$ cat config.mk
export PLATFORM = sky130hd
export DESIGN_NAME = mffc_classifier
export DESIGN_NICKNAME = d
export VERILOG_FILES = /design/src/hdl/mffc_pkg.sv /design/src/hdl/mffc_beat_if.sv /design/src/hdl/mffc_classifier.sv /design/src/hdl/mffc_skid_buffer.sv
export SDC_FILE = /design/constraint.sdc
export NUM_CORES = 1
export LEC_CHECK = 0
export ABC_AREA = 1
export BUFFER_PORTS_ARGS = -buffer_cell sky130_fd_sc_hd__buf_2
export CORE_UTILIZATION = 50
export CTS_BUF_LIST = sky130_fd_sc_hd__clkbuf_2 sky130_fd_sc_hd__clkbuf_4 sky130_fd_sc_hd__clkbuf_8
export DETAILED_ROUTE_END_ITERATION = 8
export GPL_ROUTABILITY_DRIVEN = 0
export PLACE_DENSITY = 0.73
export SLEW_MARGIN = 0
export SYNTH_ARGS = -nofsm -noshare
export SYNTH_HDL_FRONTEND = slang
export SYNTH_SLANG_ARGS = --single-unit
$ cat constraint.sdc
create_clock -name clk -period 3.5 [get_ports clk]
set_clock_uncertainty 0.05 [all_clocks]
set_input_delay 0.35 -clock clk [delete_from_list [all_inputs] [get_ports clk]]
set_output_delay 0.35 -clock clk [all_outputs]
set_load 0.02 [all_outputs]
$ cat src/hdl/mffc_pkg.sv
package mffc_pkg;

    // frame formats as seen on the classifier's input
    typedef enum logic [2:0] {
        MFFC_FMT_UNTAGGED,
        MFFC_FMT_SINGLE_TAG,
        MFFC_FMT_DUAL_TAG,
        MFFC_FMT_MPLS_ONE,
        MFFC_FMT_MPLS_TWO
    } mffc_format_type;

    // encapsulation modes chosen for each secure association entry
    typedef enum logic [1:0] {
        MFFC_MODE_STANDARD,
        MFFC_MODE_ONE_TAG_BYPASS,
        MFFC_MODE_TWO_TAG_BYPASS,
        MFFC_MODE_MPLS_BYPASS
    } mffc_mode_type;

    // field-valid mask bit positions
    localparam int MFFC_F_DA     = 0;
    localparam int MFFC_F_SA     = 1;
    localparam int MFFC_F_TPID1  = 2;
    localparam int MFFC_F_VID1   = 3;
    localparam int MFFC_F_TPID2  = 4;
    localparam int MFFC_F_VID2   = 5;
    localparam int MFFC_F_ETYPE  = 6;
    localparam int MFFC_F_LABEL1 = 7;
    localparam int MFFC_F_LABEL2 = 8;
    localparam int MFFC_F_SECTAG = 9;
    localparam int MFFC_F_WIDTH  = 10;

    // header widths and byte offsets
    localparam int MFFC_BYTE_W   = 8;
    localparam int MFFC_ADDR_W   = 48;
    localparam int MFFC_TAG_W    = 32;
    localparam int MFFC_VID_W    = 12;
    localparam int MFFC_LABEL_W  = 32;
    localparam int MFFC_ETYPE_W  = 16;
    localparam int MFFC_DA_OFS   = 0;
    localparam int MFFC_SA_OFS   = 6;
    localparam int MFFC_TAG1_OFS = 12;
    localparam int MFFC_TAG2_OFS = 16;
    localparam int MFFC_LBL1_OFS = 14;
    localparam int MFFC_LBL2_OFS = 18;
    localparam int MFFC_HDR_LEN  = 22;
    localparam int MFFC_SA_NUM   = 16;

    // cipher key lengths
    localparam logic MFFC_KEY_128 = 1'b0;
    localparam logic MFFC_KEY_256 = 1'b1;

    localparam logic [15:0] MFFC_RESET_VID_MASK = 16'h0000;

endpackage

$ cat src/hdl/mffc_beat_if.sv
interface mffc_beat_if #(parameter int W = 8);
    logic         valid;
    logic         ready;
    logic [W-1:0] data;
    logic         last;

    modport source (output valid, output data, output last, input ready);
    modport sink   (input valid, input data, input last, output ready);
endinterface

$ cat src/hdl/mffc_classifier.sv
// Function
// RQ1 - field selection chosen per secure association
// RQ2 - standard mode: addresses, Ethertype or SecTAG
// RQ3 - dual tag transmit: addresses, tags, Ethertype
// RQ4 - standard mode hides tags behind SecTAG
// RQ5 - one-tag bypass keeps single tag clear
// RQ6 - one-tag bypass of dual: outer clear only
// RQ7 - MPLS bypass one label kept clear
// RQ8 - MPLS bypass two labels both classifiable
// RQ9 - both key lengths supported
// RQ10 - whole frame protected, check value after
// RQ11 - nothing past SecTAG used before decryption
module mffc_classifier #(
    parameter int SA_NUM = mffc_pkg::MFFC_SA_NUM
) (
    // clock and reset
    input  wire logic                               clk,
    input  wire logic                               reset_n,
    // per-association configuration
    input  wire logic [SA_NUM*2-1:0]                sa_mode,
    input  wire logic [SA_NUM-1:0]                  sa_key_len,
    input  wire logic [SA_NUM*mffc_pkg::MFFC_F_WIDTH-1:0] sa_field_enable,
    input  wire logic [$clog2(SA_NUM)-1:0]          frame_sa,
    input  wire logic                               frame_decrypt,
    // input byte stream
    input  wire logic                               in_valid,
    input  wire logic [7:0]                         in_data,
    input  wire logic                               in_last,
    output      logic                               in_ready,
    // output byte stream
    output      logic                               out_valid,
    output      logic [7:0]                         out_data,
    output      logic                               out_last,
    input  wire logic                               out_ready,
    // classification result
    output      logic                               fields_valid,
    output      logic [mffc_pkg::MFFC_F_WIDTH-1:0]  field_mask,
    output      logic [mffc_pkg::MFFC_ADDR_W-1:0]   class_da,
    output      logic [mffc_pkg::MFFC_ADDR_W-1:0]   class_sa,
    output      logic [mffc_pkg::MFFC_TAG_W-1:0]    class_tag1,
    output      logic [mffc_pkg::MFFC_TAG_W-1:0]    class_tag2,
    output      logic [mffc_pkg::MFFC_ETYPE_W-1:0]  class_etype,
    output      logic [mffc_pkg::MFFC_LABEL_W-1:0]  class_label2,
    output      mffc_pkg::mffc_format_type          frame_format,
    output      mffc_pkg::mffc_mode_type            frame_mode,
    output      logic                               frame_key_256,
    output      logic                               sectag_after_tag1,
    output      logic                               sectag_after_tag2,
    output      logic                               sectag_after_label,
    output      logic                               icv_after_last
);
    localparam int FW = mffc_pkg::MFFC_F_WIDTH;
    localparam int HB = 8 * mffc_pkg::MFFC_HDR_LEN;

    typedef enum {
        MFFC_ST_HEADER,
        MFFC_ST_BODY
    } mffc_state_type;

    mffc_state_type   state;
    logic [4:0]       byte_idx;
    logic [8*mffc_pkg::MFFC_HDR_LEN-1:0] hdr;
    logic             hdr_done;

    mffc_beat_if #(.W(8)) beat_up ();
    mffc_beat_if #(.W(8)) beat_dn ();

    // every byte, padding included, flows through untouched
    assign beat_up.valid = in_valid; // RQ10
    assign beat_up.data  = in_data;
    assign beat_up.last  = in_last;
    assign in_ready      = beat_up.ready;
    assign out_valid     = beat_dn.valid;
    assign out_data      = beat_dn.data;
    assign out_last      = beat_dn.last;
    assign beat_dn.ready = out_ready;

    mffc_skid_buffer #(.W(8)) u_buffer (
        .clk     (clk),
        .reset_n (reset_n),
        .up      (beat_up),
        .dn      (beat_dn)
    );

    wire take = in_valid && beat_up.ready;

    // header capture, byte 0 lands at the top
    always_ff @(posedge clk or negedge reset_n) begin
        if (!reset_n) begin
            state    <= MFFC_ST_HEADER;
            byte_idx <= 5'h00;
            hdr      <= '0;
            hdr_done <= 1'b0;
        end else if (take) begin
            if (state == MFFC_ST_HEADER) begin
                hdr[8*(mffc_pkg::MFFC_HDR_LEN-1-byte_idx) +: 8] <= in_data;
            end
            case (state)
                MFFC_ST_HEADER: begin
                    byte_idx <= byte_idx + 5'h01;
                    if (in_last) begin
                        state    <= MFFC_ST_HEADER;
                        byte_idx <= 5'h00;
                        hdr_done <= 1'b1;
                    end else if (byte_idx == 5'(mffc_pkg::MFFC_HDR_LEN - 1)) begin
                        state    <= MFFC_ST_BODY;
                        hdr_done <= 1'b1;
                    end else begin
                        hdr_done <= 1'b0;
                    end
                end
                MFFC_ST_BODY: begin
                    hdr_done <= 1'b0;
                    if (in_last) begin
                        state    <= MFFC_ST_HEADER;
                        byte_idx <= 5'h00;
                    end
                end
                default: state <= MFFC_ST_HEADER;
            endcase
        end else begin
            hdr_done <= 1'b0;
        end
    end

    function automatic logic [15:0] hdr16(input int ofs, input logic [HB-1:0] h);
        hdr16 = h[HB-8*ofs-1 -: 16];
    endfunction

    // header parse: tag and MPLS type detection
    wire [15:0] etype_12 = hdr16(mffc_pkg::MFFC_TAG1_OFS, hdr);
    wire [15:0] etype_16 = hdr16(mffc_pkg::MFFC_TAG2_OFS, hdr);
    wire [15:0] etype_20 = hdr16(20, hdr);
    wire        vlan_12  = (etype_12 == 16'h8100) || (etype_12 == 16'h88A8);
    wire        vlan_16  = (etype_16 == 16'h8100);
    wire        mpls_12  = (etype_12 == 16'h8847);
    wire        mpls_bos = hdr[HB-8*mffc_pkg::MFFC_LBL1_OFS-24];

    mffc_pkg::mffc_format_type fmt;
    assign fmt = mpls_12 ? (mpls_bos ? mffc_pkg::MFFC_FMT_MPLS_ONE
                                     : mffc_pkg::MFFC_FMT_MPLS_TWO)
               : vlan_12 ? (vlan_16 ? mffc_pkg::MFFC_FMT_DUAL_TAG
                                    : mffc_pkg::MFFC_FMT_SINGLE_TAG)
               : mffc_pkg::MFFC_FMT_UNTAGGED;

    // per-association selection
    wire [1:0]    sel_mode_raw = sa_mode[frame_sa*2 +: 2]; // RQ1
    wire [FW-1:0] sel_enable   = sa_field_enable[frame_sa*FW +: FW]; // RQ1
    wire          sel_key      = sa_key_len[frame_sa]; // RQ9
    mffc_pkg::mffc_mode_type sel_mode;
    assign sel_mode = mffc_pkg::mffc_mode_type'(sel_mode_raw);

    logic [FW-1:0] avail;
    always_comb begin
        avail = '0;
        avail[mffc_pkg::MFFC_F_DA] = 1'b1; // RQ2
        avail[mffc_pkg::MFFC_F_SA] = 1'b1; // RQ2
        if (!frame_decrypt) begin
            case (fmt)
                mffc_pkg::MFFC_FMT_UNTAGGED: begin
                    avail[mffc_pkg::MFFC_F_ETYPE] = 1'b1; // RQ2
                end
                mffc_pkg::MFFC_FMT_SINGLE_TAG: begin
                    avail[mffc_pkg::MFFC_F_TPID1] = 1'b1;
                    avail[mffc_pkg::MFFC_F_VID1]  = 1'b1;
                    avail[mffc_pkg::MFFC_F_ETYPE] = 1'b1;
                end
                mffc_pkg::MFFC_FMT_DUAL_TAG: begin
                    avail[mffc_pkg::MFFC_F_TPID1] = 1'b1; // RQ3
                    avail[mffc_pkg::MFFC_F_VID1]  = 1'b1; // RQ3
                    avail[mffc_pkg::MFFC_F_TPID2] = 1'b1; // RQ3
                    avail[mffc_pkg::MFFC_F_VID2]  = 1'b1; // RQ3
                    avail[mffc_pkg::MFFC_F_ETYPE] = 1'b1; // RQ3
                end
                mffc_pkg::MFFC_FMT_MPLS_ONE: begin
                    avail[mffc_pkg::MFFC_F_ETYPE]  = 1'b1; // RQ7
                    avail[mffc_pkg::MFFC_F_LABEL1] = 1'b1; // RQ7
                end
                default: begin
                    avail[mffc_pkg::MFFC_F_ETYPE]  = 1'b1; // RQ8
                    avail[mffc_pkg::MFFC_F_LABEL1] = 1'b1; // RQ8
                    avail[mffc_pkg::MFFC_F_LABEL2] = 1'b1; // RQ8
                end
            endcase
        end else begin
            // only clear bytes up to the SecTAG are usable
            avail[mffc_pkg::MFFC_F_SECTAG] = 1'b1; // RQ11
            case (sel_mode)
                mffc_pkg::MFFC_MODE_ONE_TAG_BYPASS: begin
                    avail[mffc_pkg::MFFC_F_TPID1] = 1'b1; // RQ5
                    avail[mffc_pkg::MFFC_F_VID1]  = 1'b1; // RQ5
                end
                mffc_pkg::MFFC_MODE_TWO_TAG_BYPASS: begin
                    avail[mffc_pkg::MFFC_F_TPID1] = 1'b1;
                    avail[mffc_pkg::MFFC_F_VID1]  = 1'b1;
                    avail[mffc_pkg::MFFC_F_TPID2] = 1'b1;
                    avail[mffc_pkg::MFFC_F_VID2]  = 1'b1;
                end
                mffc_pkg::MFFC_MODE_MPLS_BYPASS: begin
                    avail[mffc_pkg::MFFC_F_ETYPE]  = 1'b1; // RQ7
                    avail[mffc_pkg::MFFC_F_LABEL1] = 1'b1; // RQ7
                    avail[mffc_pkg::MFFC_F_LABEL2] = !mpls_bos; // RQ8
                end
                default: begin
                    // standard mode: tags are hidden behind the SecTAG
                end
            endcase
        end
    end

    // SecTAG placement for the transform stage
    wire std_mode   = (sel_mode == mffc_pkg::MFFC_MODE_STANDARD);
    wire one_bypass = (sel_mode == mffc_pkg::MFFC_MODE_ONE_TAG_BYPASS) && vlan_12; // RQ5 RQ6
    wire two_bypass = (sel_mode == mffc_pkg::MFFC_MODE_TWO_TAG_BYPASS) && vlan_12 && vlan_16;
    wire lbl_bypass = (sel_mode == mffc_pkg::MFFC_MODE_MPLS_BYPASS) && mpls_12; // RQ7

    // field slices, byte 0 sits at the top of hdr
    wire [mffc_pkg::MFFC_ADDR_W-1:0]  hdr_da     = hdr[HB-8*mffc_pkg::MFFC_DA_OFS-1 -: 48];
    wire [mffc_pkg::MFFC_ADDR_W-1:0]  hdr_sa     = hdr[HB-8*mffc_pkg::MFFC_SA_OFS-1 -: 48];
    wire [mffc_pkg::MFFC_TAG_W-1:0]   hdr_tag1   = hdr[HB-8*mffc_pkg::MFFC_TAG1_OFS-1 -: 32];
    wire [mffc_pkg::MFFC_TAG_W-1:0]   hdr_tag2   = hdr[HB-8*mffc_pkg::MFFC_TAG2_OFS-1 -: 32];
    wire [mffc_pkg::MFFC_LABEL_W-1:0] hdr_label2 = hdr[HB-8*mffc_pkg::MFFC_LBL2_OFS-1 -: 32];
    // inner tag only counts behind an outer one, so payload bytes never look like a tag
    wire [mffc_pkg::MFFC_ETYPE_W-1:0] hdr_etype  = vlan_12 ? (vlan_16 ? etype_20 : etype_16)
                                                           : etype_12;

    always_ff @(posedge clk or negedge reset_n) begin
        if (!reset_n) begin
            fields_valid       <= 1'b0;
            field_mask         <= '0;
            class_da           <= '0;
            class_sa           <= '0;
            class_tag1         <= '0;
            class_tag2         <= '0;
            class_etype        <= '0;
            class_label2       <= '0;
            frame_format       <= mffc_pkg::MFFC_FMT_UNTAGGED;
            frame_mode         <= mffc_pkg::MFFC_MODE_STANDARD;
            frame_key_256      <= mffc_pkg::MFFC_KEY_128;
            sectag_after_tag1  <= 1'b0;
            sectag_after_tag2  <= 1'b0;
            sectag_after_label <= 1'b0;
            icv_after_last     <= 1'b0;
        end else begin
            fields_valid <= hdr_done;
            if (hdr_done) begin
                field_mask   <= avail & sel_enable; // RQ1
                class_da     <= hdr_da;
                class_sa     <= hdr_sa;
                class_tag1   <= hdr_tag1;
                class_tag2   <= hdr_tag2;
                class_etype  <= hdr_etype;
                class_label2 <= hdr_label2; // RQ8
                frame_format <= fmt;
                frame_mode   <= sel_mode;
                frame_key_256 <= sel_key; // RQ9
                // standard mode puts every tag behind the SecTAG
                sectag_after_tag1  <= !std_mode && (one_bypass || two_bypass); // RQ4 RQ6
                sectag_after_tag2  <= !std_mode && two_bypass;
                sectag_after_label <= !std_mode && lbl_bypass; // RQ7 RQ8
                icv_after_last     <= 1'b1; // RQ10
            end
        end
    end
endmodule // mffc_classifier

$ cat src/hdl/mffc_skid_buffer.sv
module mffc_skid_buffer #(
    parameter int W = 8
) (
    // clock and reset
    input wire logic clk,
    input wire logic reset_n,
    // streams
    mffc_beat_if.sink   up,
    mffc_beat_if.source dn
);
    logic [W:0] slot [2];
    logic       rd_ptr;
    logic       wr_ptr;
    logic [1:0] count;

    // two entries so a stalled receiver never drops a byte
    wire push = up.valid && up.ready;
    wire pop  = dn.valid && dn.ready;

    assign up.ready = (count != 2'h2);
    assign dn.valid = (count != 2'h0);
    assign dn.data  = slot[rd_ptr][W-1:0];
    assign dn.last  = slot[rd_ptr][W];

    always_ff @(posedge clk or negedge reset_n) begin
        if (!reset_n) begin
            rd_ptr   <= 1'b0;
            wr_ptr   <= 1'b0;
            count    <= 2'h0;
            slot[0]  <= '0;
            slot[1]  <= '0;
        end else begin
            if (push) begin
                slot[wr_ptr] <= {up.last, up.data};
                wr_ptr       <= ~wr_ptr;
            end
            if (pop) begin
                rd_ptr <= ~rd_ptr;
            end
            count <= count + {1'b0, push} - {1'b0, pop};
        end
    end
endmodule // mffc_skid_buffer

* Word level (Yosys, flattened, before mapping)
Index checks and enable logic that the tools add are counted.
** Storage, ports and cells
- Register bits :: 465
- Logic and storage cells :: 121
** Cells by class
- Shift-type cells :: 4
- Equality and inequality tests :: 16
- Mux-type cells :: 35
- Magnitude comparators :: 4
- Multipliers :: 1
- Reduce and logical (&&, ||, !) cells :: 27
- Bitwise gates (word level) :: 5
- $add $sub $neg :: 5
** Operators with widths (count)
- bitwise mux 176 bit :: 1
- variable shift 8 x 34 -> 176 bit, first input constant :: 1
- variable part select 8 x 34 -> 176 bit :: 1
- variable part select 160 x 9 -> 10 bit :: 1
- two-way mux 32 bit :: 3
- equality test 16 bit, second input constant :: 4
- logical NOT 32 bit :: 2
- case mux 32 bit (2 select lines) :: 1
- two-way mux 9 bit :: 4
- negation 32 -> 34 bit :: 1
- equality test 32 x 1 -> 1 bit, second input constant :: 1
- two-way mux 16 bit :: 2
- variable part select 32 x 6 -> 2 bit :: 1
- bitwise mux 18 bit :: 1
- two-way mux 2 bit :: 6
- bitwise AND 10 bit :: 1
- logical AND 1 bit :: 10
- two-way mux 5 bit :: 2
- case mux 5 bit (2 select lines) :: 1
- demux 9 bit (select 1 bit) :: 1
- two-way mux 3 bit :: 3
- multiplier 4 x 3 -> 7 bit, second input constant :: 1
- two-way mux 1 bit :: 7
- two-way mux 7 bit :: 1
- other kinds (28) :: 40

* Logic depth before layout (Yosys ltp)
Gate-level depths: netlist of the first run.
- Depth in word-level cells :: 9
- Depth in mapped cells :: 19
- Mapped depth without buffers :: 18

* Cells and area by module
From an unflattened synthesis of the first run, not the netlist that was laid out.
** Second synthesis, totals
- Cells, all modules :: 2875
- Area total of the unflattened synthesis :: 21180.3 um2
** By module, submodules not included
- mffc_classifier :: area each 20085.5 um2, cells each 2738, instances 1
- mffc_skid_buffer :: area each 1094.8 um2, cells each 137, instances 1

* Worst setup path after synthesis of the first run
Ideal clock, no wire load.
- Path kind :: register to register
- Start point :: register byte_idx[1]
- End point :: register hdr[14] in the netlist's numbering
- Setup slack :: 0.588 ns
- Period minus slack after synthesis :: 2.912 ns
- Arrival time :: 2.795 ns
- Setup time :: 0.066 ns
- Required time :: 3.384 ns
- Stages on the path, launching flop included :: 18
- Cells stage by stage :: dfrtp_1 inv_1 ha_1 nor2_1 nand4_1 inv_1 ha_1 inv_2 nand2_1 nor2_1 nand3_1 nand2_1 nand4_1 nor2_4 buf_4 buf_2 nand4_1 nand2_1
** Between the ends
- Cells in the longest elaborated chain, start to end :: 4
- Elaborated cells between the ends (all ways) :: 5
- Those cells by class :: add/sub (2); shift (2); mux (1)
** Ends and longest elaborated chain
- start, declared :: line mffc_classifier.sv:61 : logic [4:0] byte_idx;
- start signal, assigned :: line mffc_classifier.sv:100 : byte_idx <= byte_idx + 5'h01;
- subtractor 5 x 5 -> 6 bit * :: line mffc_classifier.sv:96 : hdr[8*(mffc_pkg::MFFC_HDR_LEN-1-byte_idx) +: 8] <= in_data;
- negation 32 -> 34 bit * :: line mffc_classifier.sv:96
- variable part select 8 x 34 -> 176 bit / variable shift 8 x 34 -> 176 bit (equally long branches) :: line mffc_classifier.sv:96
- bitwise mux 176 bit * :: line mffc_classifier.sv:96
- end signal, assigned by index :: line mffc_classifier.sv:96
- end, declared :: line mffc_classifier.sv:62 : logic [8*mffc_pkg::MFFC_HDR_LEN-1:0] hdr;
Mark *: on every way between the ends. The rest lies on a longest branch, timed or not.
A chain may end at the register's enable or synchronous reset.

* Worst setup path after layout of the first run
- Start point :: register byte_idx[1]
- End point :: register hdr[31] in the netlist's numbering
Same word-level chain as after synthesis.

==> reports/metrics.csv, run 1 <==
stage,metric,value,unit
worst_setup_path,r2r_end,hdr[31]$_DFFE_PN0P_,
logic_synthesis,synthCells,2869,
detailed_routing,drc,0,
floorplanning,core_area,41900,um2
cts,clk_pin_slew_worst_paths,0.06,ns
cts,insertion_delay,0.64,ns
sta,setup_viol,0,
worst_setup_path,end_kind,flop,
detailed_routing,vias,21581,
floorplanning,die_w,208,um
logic_synthesis,synth_top_area_frac,0.494,
cells_and_area,syn_to_final_growth,20.3,%
logic_synthesis,synth_cell_type_count,37,
logic_synthesis,yosys.area.top_type,dfrtp_1,
place,dp.cells,3725,
logic_synthesis,yosys_warnings,0,
worst_setup_path,cp_num_buf_inv,5,
worst_setup_path,startpoint_type,flop,
sta,drv_slew,0,
power,vdd_drop_max,0.000706,V
cts,clkSinkCount,418,
power,power.total,17.3,mW
floorplanning,start_util,0.506,
cells_and_area,drive_above_1_share,0.209,
logic_synthesis,synth-edff-count,0,
global_route,grt_usage,0.330,
sta,worst_pin_slew,0.992,ns
worst_setup_path,cp_max_fo,18,
logic_synthesis,ys_ff_latch,418,
global_route,overflow,0,
place,port-buffer-count,465,
job,drv_cap,0,
detailed_routing,vias_per_cell,5.60,
detailed_routing,dr.pass1.iters,6,
worst_setup_path,crit_arrival,3.78,ns
logic_synthesis,synthFlopType,dfrtp_1,
sta,fmax,305,MHz
worst_setup_path,r2r_setup_slack,0.22,ns
worst_setup_path,max_stage_delay,0.42,ns
logic_synthesis,synthMostInstantiatedCell,nand2_1,
detailed_routing,wirelength,71700,um
logic_synthesis,syn_nets,3114,
worst_setup_path,worst_path_max_delay_cell,dfrtp_1,
worst_setup_path,critical_path.top_delay_family,simple AND/OR/NAND/NOR gates,
outcome,run_status,completed,
worst_setup_path,crit_end,hdr[31]$_DFFE_PN0P_,
global_route,grt_max_degree,172,
logic_synthesis,ys_seq_area_frac,0.494,
sta,period_needed,3.28,ns
sta,relSlewSlack,0.339,
place,dp_hpwl,52900,um
power,leakagePower,14.5,nW
global_route,grt_pass1_vias,20389,
floorplanning,die-area,43200,um2
worst_setup_path,reg2reg_depth,16,
cts,clockRootBuffer,clkbuf_8,
detailed_routing,drt_iter0_markers,2381,
cells_and_area,fin_cells,3853,
logic_synthesis,yosys-top-cells-count,"nand2_1 (1222), dfrtp_1 (418), nor2_1 (286)",
detailed_routing,ant_nets,0,
detailed_routing,routedWlPerCell,18.6,um
logic_synthesis,syn_area,21200,um2
floorplanning,die_y,208,um
worst_setup_path,cp_num_cells,16,
worst_setup_path,setup.worst_path.start,byte_idx[1]$_DFFE_PN0P_,
cts,clk_path_buf_depth,3,
cts,htree_num_levels,3,
power,power_density,680,nW/um2
sta,setup_tns,0,ns
cts,cts_buffers,70,
worst_setup_path,worstPathRequired,4.00,ns
logic_synthesis,synth_area_leaders,"dfrtp_1 (49%), nand2_1 (22%), nand4_1 (5.6%)",
floorplanning,io_pins,466,
logic_synthesis,synth.avg_cell_area,7.38,um2
sta,hold_viol,0,
hold_path,hold_path_class,in -> reg,
worst_setup_path,path_cells,"inv_1, ha_1, nor2_2, nand4_1, inv_1, ha_1, inv_2, buf_4, nand3_1, nor2_1, nand2_1, nor2_1, inv_1, nor2_1, nand4_1, nand2_1",
sta,final.period_utilization,0.938,
floorplanning,rows,75,
cts,cts_tree,yes,
cells_and_area,layout.nets,3512,
global_route,grt_pass1_wl,112000,um
global_route,antenna_found_initial,10,
logic_synthesis,ys_async_sr_fraction,1.00,
worst_setup_path,timing.rr.start,byte_idx[1]$_DFFE_PN0P_,
worst_setup_path,crit_type,reg -> reg,
-- worst min-delay path by stage --
stage | slack (ns) | end | cells after the start | startpoint
after global routing | 0.03 | u_buffer.slot[7]$_DFFE_PN0P_ | 3 | in_data[7]
after detailed placement | 0.41 | icv_after_last$_DFFE_PN0P_ | 1 | icv_after_last$_DFFE_PN0P_
after CTS | 0.004 | u_buffer.slot[10]$_DFFE_PN0P_ | 3 | in_data[1]
final | 0.04 | u_buffer.slot[10]$_DFFE_PN0P_ | 3 | in_data[1]
after floorplan | 0.004 | byte_idx[0]$_DFFE_PN0P_ | 0 | reset_n
after global placement | 0.40 | class_label2[13]$_DFFE_PN0P_ | 2 | class_label2[13]$_DFFE_PN0P_
-- worst reg2reg max path, cell delays in order, from the launching register on --
cell and delay, ns:
dfrtp_1 0.42, inv_1 0.12, ha_1 0.39, nor2_2 0.18
nand4_1 0.17, inv_1 0.12, ha_1 0.27, inv_2 0.07
buf_4 0.19, nand3_1 0.12, nor2_1 0.23, nand2_1 0.14
nor2_1 0.35, inv_1 0.07, nor2_1 0.10, nand4_1 0.12
nand2_1 0.10
-- per-stage QoR --
step	area [um2]	util	setup WS, ns	hold WS, ns
2_1_floorplan	21200	-	0.588	0.00441
3_3_place_gp	23800	0.569	0.228	0.402
3_5_place_dp	23800	0.569	0.0235	0.405
4_1_cts	25300	0.604	0.0143	0.00368
5_1_grt	25500	0.609	-0.00950	0.0316
6_report	25500	0.609	0.216	0.0351
-- metal layers --
layer / up-vias / track usage / wire length [um]
li1: 9991 / - / -
met2: 1121 / 0.471 / 30200
met5: - / 0 / 68
met1: 10255 / 0.470 / 31200
met3: 204 / 0.113 / 7970
met4: 10 / 0.109 / 2300
-- cell usage in the layout, fill, tap and decap left out, types with 2 or more instances in the layout --
| master | n |
|---|---|
| a21boi_0 | 2 |
| clkinv_2 | 7 |
| nand2_2 | 4 |
| o21ai_0 | 119 |
| dfrtp_1 | 417 |
| o22ai_1 | 8 |
| or2_2 | 2 |
| inv_1 | 140 |
| buf_12 | 14 |
| buf_4 | 41 |
| clkbuf_8 | 83 |
| bufinv_16 | 2 |
| clkbuf_4 | 19 |
| nor2_4 | 6 |
| nand3_2 | 19 |
| inv_2 | 7 |
| diode_2 | 3 |
| o211ai_1 | 9 |
| o221ai_1 | 12 |
| nand3_4 | 2 |
| nand2_1 | 1222 |
| nand4_1 | 191 |
| nand3_1 | 149 |
| nor3_1 | 5 |
| nor2_2 | 11 |
| o21a_1 | 2 |
| ha_1 | 19 |
| a22oi_1 | 3 |
| a21oi_1 | 24 |
| dlygate4sd3_1 | 4 |
| inv_6 | 5 |
| nor2_1 | 279 |
| buf_2 | 464 |
| xnor2_1 | 2 |
| a31oi_1 | 3 |
| clkinv_1 | 2 |
-- registers in the layout (all words and copies together) (netlist names), 2 cells and up --
register	flops
class_label2	16
class_tag1	32
byte_idx	5
frame_mode	2
hdr	176
u_buffer.count	2
field_mask	10
class_sa	48
u_buffer.slot	18
class_tag2	32
class_da	48
frame_format	3
class_etype	16
-- power by group --
part	leakage, nW	switching [mW]	internal [mW]	total, mW
clock	0.761	1.99	2.51	4.50
combinational	7.95	5.18	1.76	6.94
sequential	5.76	0.432	5.46	5.89
-- final cells by class --
type / count / area [um2]
fill: 3813 / 16400
inverter: 151 / 573
multi-input combinational: 2101 / 9350
clock buffer: 102 / 1280
sequential: 418 / 10500
tap: 539 / 674
antenna: 3 / 7.51
clock inverter: 14 / 149
timing repair buffer: 525 / 2990
-- timing repair --
| action | in CTS | in global routing |
|---|---|---|
| gates resized for setup | 0 | 30 |
| setup buffers | 0 | 3 |
| hold buffers | 4 | 0 |
| setup endpoints to repair | 0 | 168 |
| hold endpoints to repair | 104 | 0 |
-- logic make-up (layout without fill, tap and decap cells) --
kind of cell             count (synthesis)  count (layout)  share of synthesized area
XOR/XNOR                                 4               4                    0.00201
AO/OA/AOI/OAI                          184             184                     0.0485
other                                    0               3                          0
AND/OR/NAND/NOR                       1893            1894                      0.372
adder cells (fa/ha/maj)                 19              19                     0.0112
buffers and inverters                  351             792                     0.0725
flip-flops                             418             418                      0.494
No activity file was read; power rests on OpenSTA's default activity.
==> run 2: changes to the inputs <==
Settings changed: BUFFER_PORTS_ARGS -buffer_cell sky130_fd_sc_hd__buf_2 to unset, DONT_BUFFER_PORTS set to 1, PLACE_DENSITY 0.73 to 0.64.
Clock period 3.5 ns to 3.95 ns, I/O delays scaled along.
==> run 2 against run 1 <==
  * The run now ends with hold timing left
  * First-iteration DRC count rose by 9.9%
  * Non-clock buffer count fell by 472
  * Via count fell by 9.3%
  * Power fell by 13%
  * Combinational power fell by 28%
  * Clock power fell by 3%
  * Register-to-register slack improved by 0.22 ns
  * Global-route usage fell by 0.96 points
  * Highest routed layer unchanged
  * Routed wire length fell by 3.0%
  * Worst setup slack improved by 0.22 ns
==> reports/metrics.csv, run 2 (same netlist as run 1, synthesis figures left out) <==
stage,metric,value,unit
outcome,run_status,finished with violations,
outcome,violations,hold timing,
detailed_routing,ant_nets,0,
floorplanning,rows,75,
power,power.total,15.0,mW
sta,setup_tns,0,ns
worst_setup_path,worst_path_max_delay_cell,dfrtp_1,
worst_setup_path,reg2reg_depth,16,
global_route,grt_max_degree,419,
sta,fin_hold_ws,-0.579,ns
sta,worst_pin_slew,1.06,ns
cells_and_area,layout.nets,3043,
hold_path,hold_path_class,in -> async,
cts,clkSinkCount,418,
worst_setup_path,timing.rr.start,byte_idx[1]$_DFFE_PN0P_,
detailed_routing,dr.pass1.iters,6,
worst_setup_path,crit_arrival,3.98,ns
cts,hold_buffers,16,
worst_setup_path,r2r_setup_slack,0.43,ns
floorplanning,io_pins,466,
cells_and_area,largest_register,hdr,
global_route,antenna_found_initial,3,
detailed_routing,vias,19579,
place,dp.cells,3243,
floorplanning,die_w,208,um
sta,fmax,284,MHz
cells_and_area,top_regs,"hdr x176, class_da x48, class_sa x48",
global_route,overflow,0,
worst_setup_path,crit_type,reg -> reg,
cells_and_area,multi_input_area,9240,um2
cts,cts_tree,yes,
cts,clk_pin_slew_worst_paths,0.06,ns
sta,period_needed,3.52,ns
cells_and_area,largest_reg_flops,176,
floorplanning,die_y,208,um
global_route,grt_pass1_vias,18398,
worst_setup_path,cp_max_fo,45,
worst_setup_path,path_cells,"inv_1, ha_1, nor2_1, nand4_1, ha_1, inv_1, nand2_1, nor2_1, nand3_1, nand2_1, nand4_1, nor2_2, buf_12, nand3_2, nand2_1, nand2_1",
sta,drv_slew,0,
sta,setup_viol,0,
cells_and_area,syn_to_final_growth,8.93,%
job,drv_cap,0,
sta,relSlewSlack,0.296,
detailed_routing,routedWlPerCell,20.5,um
worst_setup_path,max_stage_delay,0.41,ns
detailed_routing,vias_per_cell,5.78,
floorplanning,core_area,41900,um2
sta,hold_viol,418,
cells_and_area,layout_common_cells,"nand2_1 (1222), dfrtp_1 (417), nor2_1 (286), nand4_1 (191), nand3_1 (163)",
cts,cts_buffers,73,
floorplanning,die-area,43200,um2
place,port-buffer-count,0,
cells_and_area,fin_cells,3390,
detailed_routing,drt_iter0_markers,2616,
cts,clockRootBuffer,clkbuf_8,
power,power_density,652,nW/um2
sta,final.period_utilization,0.891,
global_route,grt_pass1_wl,108000,um
power,leakagePower,12.3,nW
cells_and_area,seq_area,10500,um2
place,dp_hpwl,50100,um
detailed_routing,drc,0,
worst_setup_path,cp_num_buf_inv,3,
worst_setup_path,startpoint_type,flop,
global_route,grt_usage,0.321,
worst_setup_path,end_kind,flop,
cts,htree_num_levels,3,
worst_setup_path,worstPathRequired,4.41,ns
cts,clk_path_buf_depth,3,
worst_setup_path,r2r_end,hdr[123]$_DFFE_PN0P_,
sta,rsz0062_at_grt,false,
detailed_routing,wirelength,69600,um
cells_and_area,num-fill-cells,4044,
worst_setup_path,crit_top_cell,nand2_1,
worst_setup_path,critical_path.top_delay_family,simple AND/OR/NAND/NOR gates,
cells_and_area,drive_above_1_share,0.0698,
cts,insertion_delay,0.64,ns
cells_and_area,final_common_cell,nand2_1,
power,vdd_drop_max,0.000705,V
floorplanning,start_util,0.506,
==> run 2: changes by cell type in the layout (fill, tap and decap cells not counted), sizes merged <==
cell and change:
bufinv +2, clkbuf +13, inv -4, clkinvlp +1
diode -2, dlygate4sd3 +12, buf -483, clkinv -2
==> run 2: final cells by class <==
type	instances	share of cell area
diodes	1	0.000108
clock buffers	116	0.0629
clock inverters	11	0.00694
inverters	151	0.0248
multi-input cells	2101	0.400
flip-flops and latches	418	0.453
well taps	539	0.0292
repair buffers	53	0.0222
==> run 2: how the worst max path moves through the flow <==
stage / startpoint / to / depth (start not counted)
3_3_place_gp: byte_idx[1]$_DFFE_PN0P_ / hdr[13]$_DFFE_PN0P_ / 16
3_5_place_dp: byte_idx[1]$_DFFE_PN0P_ / hdr[106]$_DFFE_PN0P_ / 15
2_1_floorplan: byte_idx[1]$_DFFE_PN0P_ / hdr[14]$_DFFE_PN0P_ / 17
6_report: byte_idx[1]$_DFFE_PN0P_ / hdr[123]$_DFFE_PN0P_ / 16
5_1_grt: byte_idx[1]$_DFFE_PN0P_ / hdr[155]$_DFFE_PN0P_ / 17
4_1_cts: byte_idx[1]$_DFFE_PN0P_ / hdr[174]$_DFFE_PN0P_ / 15
==> run 2: worst reg2reg max path: stages, from the launching register on <==
cell	delay [ns]
dfrtp_1	0.41
inv_1	0.12
ha_1	0.38
nor2_1	0.19
nand4_1	0.27
ha_1	0.38
inv_1	0.07
nand2_1	0.07
nor2_1	0.10
nand3_1	0.07
nand2_1	0.10
nand4_1	0.30
nor2_2	0.24
buf_12	0.25
nand3_2	0.22
nand2_1	0.13
nand2_1	0.07
==> run 2: timing repair <==
action | in CTS | in global routing
resized for setup | 0 | 5
setup endpoints to repair | 0 | 32
setup buffers | 0 | 2
endpoints found under the hold margin | 445 | 418
==> run 2: layer usage <==
layer / wire length [um] / vias up / track usage / part of all wire
li1: - / 9060 / - / -
met1: 30400 / 9447 / 0.458 / 0.44
met2: 29400 / 916 / 0.462 / 0.42
met3: 7850 / 152 / 0.107 / 0.11
met4: 1910 / 4 / 0.0953 / 0.027
met5: 25 / - / 0 / 0.00036
==> run 2: through the flow <==
step,instance area [um2],setup WS [ns],utilization
global route,23100,0.0755,0.551
finish,23100,0.432,0.551
detailed placement,21200,0.311,0.508
CTS,23000,0.308,0.550
global placement,21200,0.460,0.508
floorplan,21200,1.04,-
==> run 2: power breakdown <==
| group | switching [mW] | internal [mW] |
|---|---|---|
| clock | 1.79 | 2.58 |
| combinational | 3.87 | 1.15 |
| sequential | 0.830 | 4.83 |
==> run 3: changes to the inputs <==
Clock period 3.95 ns to 4.2 ns, I/O delays scaled along.
==> run 3 against run 2 <==
  * The flow still finishes with violations (hold timing)
  * Cell count fell by 0.35%
  * Global-route usage fell by 0.27 points
  * Combinational power fell by 9.4%
  * Clock power fell by 12%
  * Die area did not move
  * Critical path depth did not move
  * First-iteration DRC count fell by 15%
  * Core utilization fell by 0.57 points
  * Sequential power fell by 6.0%
  * Power fell by 9.0%
  * Clock-buffer cell count fell by 6
  * Largest cell class unchanged
  * Largest power group unchanged
  * Highest routed layer unchanged
==> reports/metrics.csv, run 3 (same netlist as run 1, synthesis figures left out) <==
stage,metric,value,unit
sta,worst_pin_slew,1.48,ns
outcome,run_status,finished with violations,
worst_setup_path,cp_num_buf_inv,3,
power,leakagePower,12.2,nW
floorplanning,rows,75,
sta,setup_tns,0,ns
detailed_routing,wirelength,69000,um
cells_and_area,drive_above_1_share,0.0645,
worst_setup_path,crit_type,reg -> reg,
place,pre_cts_ws,0.435,ns
worst_setup_path,path_cells,"inv_1, ha_1, nor2_1, nand4_1, inv_1, ha_1, inv_2, nand2_1, nor2_1, nand3_1, nand2_1, nand4_1, nor2_4, nand3_1, nand2_1, nand2_1",
cells_and_area,top_regs,"hdr x176, class_da x48, class_sa x48",
global_route,grt_pass1_wl,107000,um
cells_and_area,fin_area,22800,um2
sta,rsz0062_at_grt,false,
worst_setup_path,end_kind,flop,
cts,post_cts_resized,0,
cells_and_area,largest_register,hdr,
global_route,grt_pass1_vias,18093,
cts,clk_pin_slew_worst_paths,0.06,ns
cts,clockRootBuffer,clkbuf_8,
global_route,busiest_layer,met1,
worst_setup_path,critical_path.top_delay_family,simple AND/OR/NAND/NOR gates,
global_route,grt_util_met2,0.445,
sta,hold_viol,418,
cells_and_area,layout_common_cells,"nand2_1 (1222), dfrtp_1 (417), nor2_1 (286), nand4_1 (191), nand3_1 (168)",
cells_and_area,final_common_cell,nand2_1,
cells_and_area,num-fill-cells,4076,
global_route,grt_max_degree,419,
sta,relSlewSlack,0.0148,
detailed_routing,vias_per_cell,5.74,
cts,clkSinkCount,418,
worst_setup_path,cp_max_fo,23,
cells_and_area,seq_area,10500,um2
place,place_area,21200,um2
cells_and_area,multi_input_area,9210,um2
global_route,met1_usage,0.464,
detailed_routing,drc,0,
worst_setup_path,crit_top_cell,nand2_1,
hold_path,hold_path_class,in -> async,
detailed_routing,drt_iter0_markers,2216,
cts,hold_buffers,15,
cells_and_area,syn_to_final_growth,7.80,%
sta,fin_hold_ws,-0.545,ns
floorplanning,io_pins,466,
worst_setup_path,startpoint_type,flop,
place,dp_hpwl,50100,um
floorplanning,core_area,41900,um2
worst_setup_path,worst_path_max_delay_cell,nor2_4,
cts,cts_buffers,72,
sta,fmax,260,MHz
detailed_routing,vias,19377,
outcome,violations,hold timing,
worst_setup_path,max_stage_delay,0.49,ns
power,vdd_drop_max,0.000519,V
sta,period_needed,3.85,ns
floorplanning,die_y,208,um
cells_and_area,largest_reg_flops,176,
sta,setup_slack,0.350,ns
global_route,met3_usage,0.102,
global_route,grt_usage,0.318,
cts,post_cts_buffers,0,
cts,htree_num_levels,3,
cts,insertion_delay,0.63,ns
cts,clk_path_buf_depth,3,
floorplanning,die-area,43200,um2
place,port-buffer-count,0,
power,power_density,600,nW/um2
cells_and_area,layout.nets,3033,
worst_setup_path,worstPathRequired,4.64,ns
sta,final.period_utilization,0.917,
cts,cts_tree,yes,
detailed_routing,routedWlPerCell,20.4,um
sta,drv_slew,0,
sta,setup_viol,0,
global_route,antenna_found_initial,3,
detailed_routing,dr.pass1.iters,7,
job,drv_cap,0,
worst_setup_path,crit_arrival,4.29,ns
floorplanning,start_util,0.506,
floorplanning,die_w,208,um
detailed_routing,ant_nets,0,
global_route,overflow,0,
-- run 3: worst register-to-register path, stage by stage (launching register included) --
cell,delay [ns]
dfrtp_1,0.42
inv_1,0.12
ha_1,0.38
nor2_1,0.21
nand4_1,0.29
inv_1,0.12
ha_1,0.27
inv_2,0.23
nand2_1,0.09
nor2_1,0.09
nand3_1,0.08
nand2_1,0.10
nand4_1,0.19
nor2_4,0.49
nand3_1,0.37
nand2_1,0.16
nand2_1,0.07
-- run 3: metal layers --
| metal | up-vias | share of wire |
|---|---|---|
| met5 | - | 0.00043 |
| met4 | 2 | 0.027 |
| met3 | 124 | 0.11 |
| met2 | 893 | 0.42 |
| met1 | 9332 | 0.44 |
| li1 | 9026 | - |
-- run 3: area by class of cell --
cell class              count  share of cell area
diodes                      1            0.000110
clock buffers             110              0.0597
flip-flops and latches    418               0.458
clock inverters            14             0.00449
multi-input cells        2100               0.403
inverters                 151              0.0251
well taps                 539              0.0295
repair buffers             45              0.0197
-- run 3: where the power goes --
| group | switching, mW | total [mW] | internal [mW] |
|---|---|---|---|
| clock network | 1.70 | 3.83 | 2.13 |
| logic | 3.53 | 4.55 | 1.03 |
| registers | 0.776 | 5.32 | 4.54 |
-- run 3: through the flow --
step	total power, mW	instances	util
after detailed placement	9.81	3238	0.507
after global routing	14.4	3377	0.546
after floorplan	8.75	2869	-
after CTS	13.7	3377	0.546
after global placement	9.71	3238	0.507
final	13.7	3378	0.546
-- run 3: path summary, 6_finish.rpt --
kind / end / cells after the start / from / slack (ns)
worst min register to register: class_da[17]$_DFFE_PN0P_ / 2 / hdr[145]$_DFFE_PN0P_ / 0.42
min in group clk: u_buffer.slot[17]$_DFFE_PN0P_ / 2 / in_last / 0.06
worst max register to register: hdr[173]$_DFFE_PN0P_ / 16 / byte_idx[1]$_DFFE_PN0P_ / 0.35
worst min-delay path: class_da[31]$_DFFE_PN0P_ / 0 / reset_n / -0.54
worst max-delay path: hdr[173]$_DFFE_PN0P_ / 16 / byte_idx[1]$_DFFE_PN0P_ / 0.35
max in group asynchronous: hdr_done$_DFF_PN0_ / 0 / reset_n / 3.36
